## config.mk

```make
export PLATFORM = sky130hd
export DESIGN_NAME = pwb_slave
export DESIGN_NICKNAME = d
export VERILOG_FILES = /design/src/pwb_pkg.sv /design/src/pwb_slave.sv
export SDC_FILE = /design/constraint.sdc
export NUM_CORES = 1
export LEC_CHECK = 0
export BUFFER_PORTS_ARGS = -buffer_cell sky130_fd_sc_hd__buf_2
export CAP_MARGIN = 20
export CELL_PAD_IN_SITES_DETAIL_PLACEMENT = 2
export CELL_PAD_IN_SITES_GLOBAL_PLACEMENT = 2
export CORE_MARGIN = 2
export CORE_UTILIZATION = 38
export CTS_CLUSTER_DIAMETER = 50
export CTS_CLUSTER_SIZE = 20
export DETAILED_ROUTE_END_ITERATION = 8
export HOLD_SLACK_MARGIN = 0.12
export MAX_ROUTING_LAYER = met4
export PLACE_DENSITY_LB_ADDON = 0.1
export REMOVE_ABC_BUFFERS = 1
export SLEW_MARGIN = 20
export SYNTH_ARGS = -nofsm -noshare
export SYNTH_HDL_FRONTEND = slang
export SYNTH_SLANG_ARGS = --single-unit
```

## constraint.sdc

```tcl
create_clock -name CLK -period 4.7 [get_ports CLK]
set_clock_uncertainty 0.15 [all_clocks]
set_input_delay 0.705 -clock CLK [delete_from_list [all_inputs] [get_ports CLK]]
set_output_delay 0.705 -clock CLK [all_outputs]
set_load 0.02 [all_outputs]
```

## src/pwb_pkg.sv

```systemverilog
// Shared constants and types for the pulse-width single-wire bit slave,
// followed by the low-pulse width classifier leaf module.
// Assumes one 125 MHz clock and a line input already synchronous to it.
`timescale 1ns/1ps

package pwb_pkg;

  // Clock period in ns
  localparam int CLK_NS = 8;

  // Rounds a least time up to whole cycles, never below one
  function automatic int ns2cyc_ceil(input int ns);
    int c;
    c = (ns + CLK_NS - 1) / CLK_NS;
    return (c < 1) ? 1 : c;
  endfunction

  // Rounds a longest time down to whole cycles, never below one
  function automatic int ns2cyc_floor(input int ns);
    int c;
    c = ns / CLK_NS;
    return (c < 1) ? 1 : c;
  endfunction

  // Line timing figures in ns
  localparam int MIN_IDLE_TIME_NS        = 11000;
  localparam int EDGE_DETECT_WINDOW_NS   = 9600;
  localparam int ZERO_PULSE_MAX_NS       = 17000;
  localparam int ONE_PULSE_MIN_NS        = 35400;
  localparam int ONE_PULSE_MAX_NS        = 48900;
  localparam int START_PULSE_MIN_NS      = 80000;
  localparam int START_PULSE_MAX_NS      = 109000;
  localparam int SLAVE_ONE_MIN_NS        = 28300;
  localparam int SLAVE_ONE_MAX_NS        = 38300;
  localparam int ATTENTION_MIN_NS        = 165000;
  localparam int ATTENTION_MAX_NS        = 228000;
  localparam int RESET_MIN_NS            = 354000;

  // Derived cycle counts
  localparam int MIN_IDLE_CYC  = ns2cyc_ceil(MIN_IDLE_TIME_NS);
  localparam int EDGE_WIN_CYC  = ns2cyc_floor(EDGE_DETECT_WINDOW_NS);
  // Own one and attention drives aim at the middle of their allowed range; reset at its minimum
  localparam int SLAVE_ONE_CYC =
    ns2cyc_ceil((SLAVE_ONE_MIN_NS + SLAVE_ONE_MAX_NS) / 2);
  localparam int ATTENTION_CYC =
    ns2cyc_ceil((ATTENTION_MIN_NS + ATTENTION_MAX_NS) / 2);
  localparam int RESET_CYC     = ns2cyc_ceil(RESET_MIN_NS);
  // Class thresholds sit mid-gap between neighbouring ranges
  localparam int THR_ONE_CYC   =
    ns2cyc_ceil((ZERO_PULSE_MAX_NS + ONE_PULSE_MIN_NS) / 2);
  localparam int THR_START_CYC =
    ns2cyc_ceil((ONE_PULSE_MAX_NS + START_PULSE_MIN_NS) / 2);
  localparam int THR_ATTN_CYC  =
    ns2cyc_ceil((START_PULSE_MAX_NS + ATTENTION_MIN_NS) / 2);
  localparam int THR_RST_CYC   =
    ns2cyc_ceil((ATTENTION_MAX_NS + RESET_MIN_NS) / 2);

  // Master data bits to count after a bus reset before attention
  localparam int ATTN_HOLDOFF_BITS = 14;

  // Counter width covers the longest reset figure
  localparam int CNT_W = 17;
  typedef logic [CNT_W-1:0] pwb_cnt_t;

  // Bit counter width and its reset value
  localparam int BITS_W = 4;
  localparam logic [BITS_W-1:0] BITS_RST = 4'h0;

  // Bus address width
  localparam int ADDR_W = 3;

  // Low-pulse classes
  typedef enum logic [4:0] {
    CLS_ZERO  = 5'h01,
    CLS_ONE   = 5'h02,
    CLS_START = 5'h04,
    CLS_ATTN  = 5'h08,
    CLS_RST   = 5'h10
  } pwb_cls_t;

  // Own drive state
  typedef enum logic [3:0] {
    DRV_OFF  = 4'h1,
    DRV_ONE  = 4'h2,
    DRV_ATTN = 4'h4,
    DRV_RST  = 4'h8
  } pwb_drv_t;

  // Events reported to the transaction layer, one-cycle pulses
  typedef struct packed {
    logic rx_valid;   // Data bit decoded
    logic rx_bit;     // Its value
    logic start;      // Start pulse seen, abort any transaction
    logic attn;       // Attention request seen
    logic coll;       // Attention not sent from own idle overrode a bit
    logic attn_sent;  // Own attention completed
    logic bus_rst;    // End of reset pulse
  } pwb_evt_t;

  // Whole state of the top module
  typedef struct packed {
    pwb_drv_t          drv;
    logic              oe;        // Registered wire pull enable
    pwb_cnt_t          drv_cnt;
    pwb_cnt_t          low_cnt;
    pwb_cnt_t          high_cnt;
    logic              line;
    logic              own_idle;
    logic [BITS_W-1:0] bits;
    logic              attn_ok;
    logic              idle;
    logic [ADDR_W-1:0] addr;
    pwb_evt_t          evt;
  } pwb_state_t;

endpackage

// Maps a measured low duration onto one of the five pulse classes
module pwb_classify #(
  parameter int unsigned THR_ONE   = pwb_pkg::THR_ONE_CYC,
  parameter int unsigned THR_START = pwb_pkg::THR_START_CYC,
  parameter int unsigned THR_ATTN  = pwb_pkg::THR_ATTN_CYC,
  parameter int unsigned THR_RST   = pwb_pkg::THR_RST_CYC
) (
  input  pwb_pkg::pwb_cnt_t low_cnt,  // Low duration in cycles
  output pwb_pkg::pwb_cls_t cls       // Resulting class
);

  localparam pwb_pkg::pwb_cnt_t T1 = pwb_pkg::pwb_cnt_t'(THR_ONE);
  localparam pwb_pkg::pwb_cnt_t TS = pwb_pkg::pwb_cnt_t'(THR_START);
  localparam pwb_pkg::pwb_cnt_t TA = pwb_pkg::pwb_cnt_t'(THR_ATTN);
  localparam pwb_pkg::pwb_cnt_t TR = pwb_pkg::pwb_cnt_t'(THR_RST);

  // Longest class first, so a stretched pulse never reads as data
  always_comb
  begin
    if (low_cnt >= TR)
      cls = pwb_pkg::CLS_RST;
    else if (low_cnt >= TA)
      cls = pwb_pkg::CLS_ATTN;
    else if (low_cnt >= TS)
      cls = pwb_pkg::CLS_START;
    else if (low_cnt >= T1)
      cls = pwb_pkg::CLS_ONE;
    else
      cls = pwb_pkg::CLS_ZERO;
  end

endmodule

```

## src/pwb_slave.sv

```systemverilog
// Bit-level slave of the single-wire pulse-width bus.
// Assumes SWD_I is the resolved wire level, synchronous to CLK, and that
// the transaction layer holds ATTN_REQ until it sees attn_sent.
`timescale 1ns/1ps

// Functional notes
// - Five bit signals, told apart only by how long the line is low.
// - Bus is idle after staying high the minimum idle time.
// - Write bit: detect falling edge in window, time low to decode.
// - Read one: drive low within window for own one-time; zero: release.
// - Read value decided when the line returns high.
// - Keep timing every bit; longer classes are never taken as data.
// - Reserved or unused bits are returned as zero.
// - Start pulses watched always; they abort a running transaction.
// - A start stretched to attention or reset is not a start.
// - Attention beats data and start; collisions flagged for resend.
// - Attention only from idle or within window of a foreign edge.
// - Attention stretched into reset length counts as reset.
// - No attention after reset until 14 master data bits seen.
// - Device drives a reset pulse at power-up.
// - Bus reset clears only the interface, not registers or sensing.
// - End of a reset pulse restarts the bit interface.
// - No clock training; post-reset zeros are ordinary data bits.
// - One of two addresses chosen by the address-select pin.
// - Attention tells the master new readings are available.
// - Edge seen within 9.6 us; own one drive 28.3-38.3 us.
// - Attention 165-228 us; start 80-109 us.
// - Reset at least 354 us; idle 11 us before own attention.
module pwb_slave #(
  parameter int unsigned        P_ONE_CYC   = pwb_pkg::SLAVE_ONE_CYC,
  parameter int unsigned        P_ATTN_CYC  = pwb_pkg::ATTENTION_CYC,
  parameter int unsigned        P_RST_CYC   = pwb_pkg::RESET_CYC,
  parameter int unsigned        P_THR_ONE   = pwb_pkg::THR_ONE_CYC,
  parameter int unsigned        P_THR_START = pwb_pkg::THR_START_CYC,
  parameter int unsigned        P_THR_ATTN  = pwb_pkg::THR_ATTN_CYC,
  parameter int unsigned        P_THR_RST   = pwb_pkg::THR_RST_CYC,
  parameter logic [2:0]         P_ADDR_LO   = 3'h1,  // Arbitrary
  parameter logic [2:0]         P_ADDR_HI   = 3'h2   // Arbitrary
) (
  input  wire logic              CLK,       // 125 MHz clock
  input  wire logic              RST_N,     // Sync reset, power-up
  input  wire logic              SWD_I,     // Wire level
  output logic                   SWD_O,     // Wire drive value, always 0
  output logic                   SWD_OE,    // High while pulling low
  input  wire logic              ADDR_SEL,  // Address-select pin
  input  wire logic              ATTN_REQ,  // Core wants attention
  input  wire logic              TX_ARM,    // Next bit is a read answer
  input  wire logic              TX_BIT,    // Value to answer with
  output logic [2:0]             DEV_ADDR,  // Selected bus address
  output logic                   BUS_IDLE,  // Line idle long enough
  output logic                   ATTN_OK,   // Attention allowed again
  output pwb_pkg::pwb_evt_t      EVT        // Event pulses
);

  localparam pwb_pkg::pwb_cnt_t ONE_L  = pwb_pkg::pwb_cnt_t'(P_ONE_CYC);
  localparam pwb_pkg::pwb_cnt_t ATTN_L = pwb_pkg::pwb_cnt_t'(P_ATTN_CYC);
  localparam pwb_pkg::pwb_cnt_t RST_L  = pwb_pkg::pwb_cnt_t'(P_RST_CYC);
  localparam pwb_pkg::pwb_cnt_t IDLE_L =
    pwb_pkg::pwb_cnt_t'(pwb_pkg::MIN_IDLE_CYC);
  localparam pwb_pkg::pwb_cnt_t WIN_L  =
    pwb_pkg::pwb_cnt_t'(pwb_pkg::EDGE_WIN_CYC);
  localparam pwb_pkg::pwb_cnt_t CNT_MAX = {pwb_pkg::CNT_W{1'b1}};
  localparam pwb_pkg::pwb_cnt_t CNT_ONE = 17'h00001;
  localparam pwb_pkg::pwb_cnt_t CNT_ZERO = 17'h00000;
  localparam logic [pwb_pkg::BITS_W-1:0] BITS_FULL =
    pwb_pkg::BITS_W'(pwb_pkg::ATTN_HOLDOFF_BITS);
  localparam logic [pwb_pkg::BITS_W-1:0] BITS_INC = 4'h1;

  // Saturating count step, shared by the low and high timers
  function automatic pwb_pkg::pwb_cnt_t sat_inc(input pwb_pkg::pwb_cnt_t c);
    return (c == CNT_MAX) ? c : c + CNT_ONE;
  endfunction

  pwb_pkg::pwb_state_t s_r;
  pwb_pkg::pwb_state_t s_nxt;
  pwb_pkg::pwb_cls_t   cls;
  logic                fall;
  logic                rise;
  logic                may_attn;

  // Classification runs on the live count; used only at the rising edge
  pwb_classify #(
    .THR_ONE   (P_THR_ONE),
    .THR_START (P_THR_START),
    .THR_ATTN  (P_THR_ATTN),
    .THR_RST   (P_THR_RST)
  ) u_cls (
    .low_cnt (s_r.low_cnt),
    .cls     (cls)
  );

  // Line edges against the previous sample
  assign fall = s_r.line & ~SWD_I;
  assign rise = ~s_r.line & SWD_I;
  // Attention also needs the core asking and the holdoff passed
  assign may_attn = ATTN_REQ & s_r.attn_ok;

  // Next-state logic for the whole block
  always_comb
  begin
    s_nxt      = s_r;
    s_nxt.line = SWD_I;
    s_nxt.evt  = '0;
    // Pin level picks one of two addresses
    s_nxt.addr = ADDR_SEL ? P_ADDR_HI : P_ADDR_LO;

    // Own drive times out by its own counter; a foreign extension is
    // still measured on the wire, so a stretched pulse reclassifies
    if (s_r.drv != pwb_pkg::DRV_OFF)
    begin
      if (s_r.drv_cnt <= CNT_ONE)
      begin
        s_nxt.drv     = pwb_pkg::DRV_OFF;
        s_nxt.drv_cnt = CNT_ZERO;
      end
      else
        s_nxt.drv_cnt = s_r.drv_cnt - CNT_ONE;
    end

    if (!SWD_I)
    begin
      // Low: time the pulse, saturating so a long reset stays a reset
      s_nxt.high_cnt = CNT_ZERO;
      s_nxt.idle     = 1'b0;
      if (fall)
        s_nxt.low_cnt = CNT_ONE;
      else
        s_nxt.low_cnt = sat_inc(s_r.low_cnt);
      // Join a foreign pulse only inside the edge window
      if (s_r.drv == pwb_pkg::DRV_OFF && s_r.low_cnt < WIN_L
          && (fall || s_r.low_cnt != CNT_ZERO))
      begin
        if (may_attn)
        begin
          s_nxt.drv      = pwb_pkg::DRV_ATTN;
          s_nxt.drv_cnt  = ATTN_L;
          s_nxt.own_idle = 1'b0;
        end
        else if (fall && TX_ARM && TX_BIT)
        begin
          // Zero answer leaves the wire alone, so unused bits cost least
          s_nxt.drv     = pwb_pkg::DRV_ONE;
          s_nxt.drv_cnt = ONE_L;
        end
      end
    end
    else
    begin
      // High: count toward idle
      s_nxt.low_cnt = CNT_ZERO;
      if (rise)
        s_nxt.high_cnt = CNT_ONE;
      else
        s_nxt.high_cnt = sat_inc(s_r.high_cnt);
      s_nxt.idle = (s_r.high_cnt >= IDLE_L);
      // Attention from idle, after the guaranteed high gap
      if (s_r.drv == pwb_pkg::DRV_OFF && !rise && s_r.idle && may_attn)
      begin
        s_nxt.drv      = pwb_pkg::DRV_ATTN;
        s_nxt.drv_cnt  = ATTN_L;
        s_nxt.own_idle = 1'b1;
      end
    end

    // Pulse ends: decide what it was from its whole low time
    if (rise)
    begin
      case (cls)
        pwb_pkg::CLS_ZERO, pwb_pkg::CLS_ONE:
        begin
          // Read answers decided here too, as the master does
          s_nxt.evt.rx_valid = 1'b1;
          s_nxt.evt.rx_bit   = (cls == pwb_pkg::CLS_ONE);
          // Post-reset zeros count like any other data bit
          if (s_r.bits != BITS_FULL)
            s_nxt.bits = s_r.bits + BITS_INC;
          s_nxt.attn_ok = (s_r.attn_ok || s_r.bits + BITS_INC == BITS_FULL);
        end
        pwb_pkg::CLS_START:
          s_nxt.evt.start = 1'b1;
        pwb_pkg::CLS_ATTN:
        begin
          // Any bit riding under an attention is dropped, flagged
          s_nxt.evt.attn      = 1'b1;
          s_nxt.evt.coll      = ~s_r.own_idle;
          s_nxt.evt.attn_sent = s_r.own_idle | ~ATTN_REQ ? s_r.own_idle
                                                         : 1'b1;
        end
        pwb_pkg::CLS_RST:
        begin
          // Interface only: bit count and holdoff restart here
          s_nxt.evt.bus_rst = 1'b1;
          s_nxt.bits        = pwb_pkg::BITS_RST;
          s_nxt.attn_ok     = 1'b0;
          s_nxt.drv         = pwb_pkg::DRV_OFF;
          s_nxt.drv_cnt     = CNT_ZERO;
        end
        default:
          s_nxt.evt = '0;
      endcase
      s_nxt.own_idle = 1'b0;
    end
    // Pull enable kept in a flop so the pin never sees decode glitches
    s_nxt.oe = (s_nxt.drv != pwb_pkg::DRV_OFF);
  end

  // State register; power-up starts with own reset drive
  always_ff @(posedge CLK)
  begin
    if (!RST_N)
    begin
      s_r          <= '0;
      s_r.drv      <= pwb_pkg::DRV_RST;
      s_r.oe       <= 1'b1;
      s_r.drv_cnt  <= RST_L;
      s_r.line     <= 1'b1;
      s_r.bits     <= pwb_pkg::BITS_RST;
    end
    else
      s_r <= s_nxt;
  end

  // Outputs straight from state; open drain only ever pulls low
  assign SWD_O    = 1'b0;
  assign SWD_OE   = s_r.oe;
  assign DEV_ADDR = s_r.addr;
  assign BUS_IDLE = s_r.idle;
  assign ATTN_OK  = s_r.attn_ok;
  assign EVT      = s_r.evt;

endmodule

```

==> out/metrics.csv <==
metric;value;unit
worst slack at placement;1329;ps
clk slew on worst S/H paths;80;ps
largest net degree at the start of global routing;20;
Avg WL per Cell;18.33;µm
Slew headroom;0.3238;
post-route cell area;4154;µm²
Hold/Removal Path Class;primary input to flip-flop;
maxcap violations;0;
Clock Sinks;73;
first-pass iteration count of the detailed router;4;
Final Slew Violations;0;
post-synth cell types;62;
GP Congestion;0.8571;
final hold violation count;0;
WP data arrival;3270;ps
FP Rows;36;
Die Y;104.2;µm
fill count;1156;
crit path capture;s_r[50];
worst path required time;4780;ps
asr flop ratio synth;0;
hpwl dp;7975;µm
Final Setup Violations;0;
Peak VDD IR;139.3;µV
Crit Path Category;flip-flop to flip-flop;
Detail Route Antenna Nets;0;
flip-flop and latch count after synthesis;73;
number of flops mapped to enable cells by yosys;0;
DP Cell Count;584;
initial antenna violation count;0;
most frequent cells in the layout;dfxtp_1 (73), nor2_1 (56), nand2_1 (37);
root buf cell;clkbuf_8;
PwrDens;304.8;nW/µm²
Pwr Total;1266;µW
Initial Utilization;0.3902;
R2R Path End;s_r[50];
CTS Hold Bufs;0;
CP max FO;9;
critical-path cell list;ha_1, and3_1, nand4_1, nor3_1, ha_1, nand4b_1, nor3_1, nand2_1, nor2_1, xnor2_1, nor2_1;
maximum clock path buffer count;2;
kind of cell adding the most delay to the critical path;simple AND/OR/NAND/NOR gates;
worst-skew pair later-pin latency;360;ps
Crit path largest cell delay;470;ps
Int Power;974.5;µW
Num CTS Buffers;9;
Clock power frac;0.455;
reg2reg path depth;11;
final WL;11020;µm
leading cell type in the layout, fill and taps excluded;dfxtp_1;
Syn Std Cell Area;3814;µm²
ys flop type;dfxtp_1;
post-synthesis sequential area ratio;0.3832;
vias;3327;
WP depth;11;
R2R Path Start;s_r[35];
Post CTS Setup Buffer Count;0;
vias in the first global route;3473;
Final #Nets;481;
fin cells;601;
R2R setup slack;1510;ps
final setup margin;1508;ps
Synthesis Warnings;0;
Mapped Cells;460;
post-CTS sizing;0;
CP Capture Type;flip-flop;
status;complete, no violations;
# H-tree levels;3;
sequential share of power;0.502;
Sw Pwr;291.5;µW
ANT cells;0;
Critical path buffers and inverters;0;
min-delay src;ADDR_SEL;
Syn Area/Cell;8.291;µm²
first-pass GRT wire length;18310;µm
RSZ-0062 raised after global routing;no;
Area growth syn-to-layout;8.924;%
LEAKAGE;0.001518;µW
CTS tree;built;
Worst-Margin Slew;1005;ps
crit path from;s_r[35];
die width;104.2;µm
crit path launch type;flip-flop;
die area;10850;µm²
io pins;21;
DP Area;3920;µm²
Tmin final;3192;ps
fin crit share;0.6792;
drt via density;5.536;
Comb power frac;0.043;
sw frac;0.2303;
Fmax;0.3133;GHz
core area;9774;µm²
drt initial violations;129;
setup tns final;0;ps
IO buf count;18;
grt ovf;0;
final routed DRC violation total;0;
Slowest-stage cell, CP;nor3_1;
share of cells above drive strength 1;0.1132;
Global Route Usage Sum;0.2170;
power by group through the flow:
stage	clock network, µW	logic, µW	registers [µW]
final	576	54.3	636
after global routing	620	61.9	637
after CTS	590	55.6	636
after detailed placement	0	54.8	650
after global placement	0	52.9	649
after floorplan	0	33.3	649
cell usage after synthesis (all sizes together) (8+ instances only):
master	number	area, µm²
dfxtp	73	1461
nor2	56	210.2
nand2	38	145.1
o21ai	22	110.1
nor3	21	105.1
a21oi	20	100.1
nand3	20	100.1
xnor2	19	166.4
xor2	19	166.4
clkbuf	16	60.06
inv	15	56.30
buf	13	101.4
or3	13	82.58
ha	11	137.6
o21a	11	82.58
nand4	8	50.05
nor4	8	56.30
registers in the layout (all words and copies together) (netlist names):
name,cells
SWD_OE,1
EVT,7
s_r,61
DEV_ADDR,2
ATTN_OK,1
BUS_IDLE,1
final cells by class:
type,instances,area [µm²],area share
clock inverter,4,73.82,0.01777
clock buffer,12,155.1,0.03735
tap,133,166.4,0.04006
multi-input combinational,344,2138,0.5148
timing repair buffer,20,102.6,0.02470
sequential,73,1461,0.3518
inverter,15,56.30,0.01355
how the worst min path moves through the flow:
stage | to | slack [ps] | depth (start not counted)
CTS | s_r[73] | 360 | 2
finish | DEV_ADDR[0] | 360 | 2
detailed placement | EVT[2] | 310 | 1
global route | DEV_ADDR[0] | 360 | 2
global placement | EVT[2] | 300 | 1
floorplan | EVT[2] | 260 | 1
routing by layer:
metal | global-route usage | wire length [µm] | up-vias
met1 | 0.2790 | 5146 | 1675
met5 | - | 0 | -
met2 | 0.3548 | 5524 | 31
li1 | - | - | 1608
met3 | 0.03509 | 218 | 13
met4 | 0.05985 | 125 | 0
cell families after synthesis:
group,after synthesis,share of synthesized area
adders and majority gates,11,0.03609
and+or+nand+nor,207,0.2825
xor gates and xnor gates,38,0.08727
buffers and inverters,44,0.05709
muxes,5,0.01312
other,1,0.0009833
AOI/OAI and AO/OA,81,0.1398
DFF,73,0.3832
per-stage QoR:
stage,util,hold WS (ps)
5_1_grt,0.4250,359.4
3_3_place_gp,0.4011,303.2
3_5_place_dp,0.4011,308.7
6_report,0.4250,362.1
4_1_cts,0.4245,359.8
2_1_floorplan,-,263.8
worst reg2reg max path: stages, from the launching register on:
cell and delay (ps):
dfxtp_1 410, ha_1 280, and3_1 220, nand4_1 170, nor3_1 90, ha_1 330, nand4b_1 390, nor3_1 470
nand2_1 200, nor2_1 160, xnor2_1 150, nor2_1 60
(Power assumes the default switching activity.)
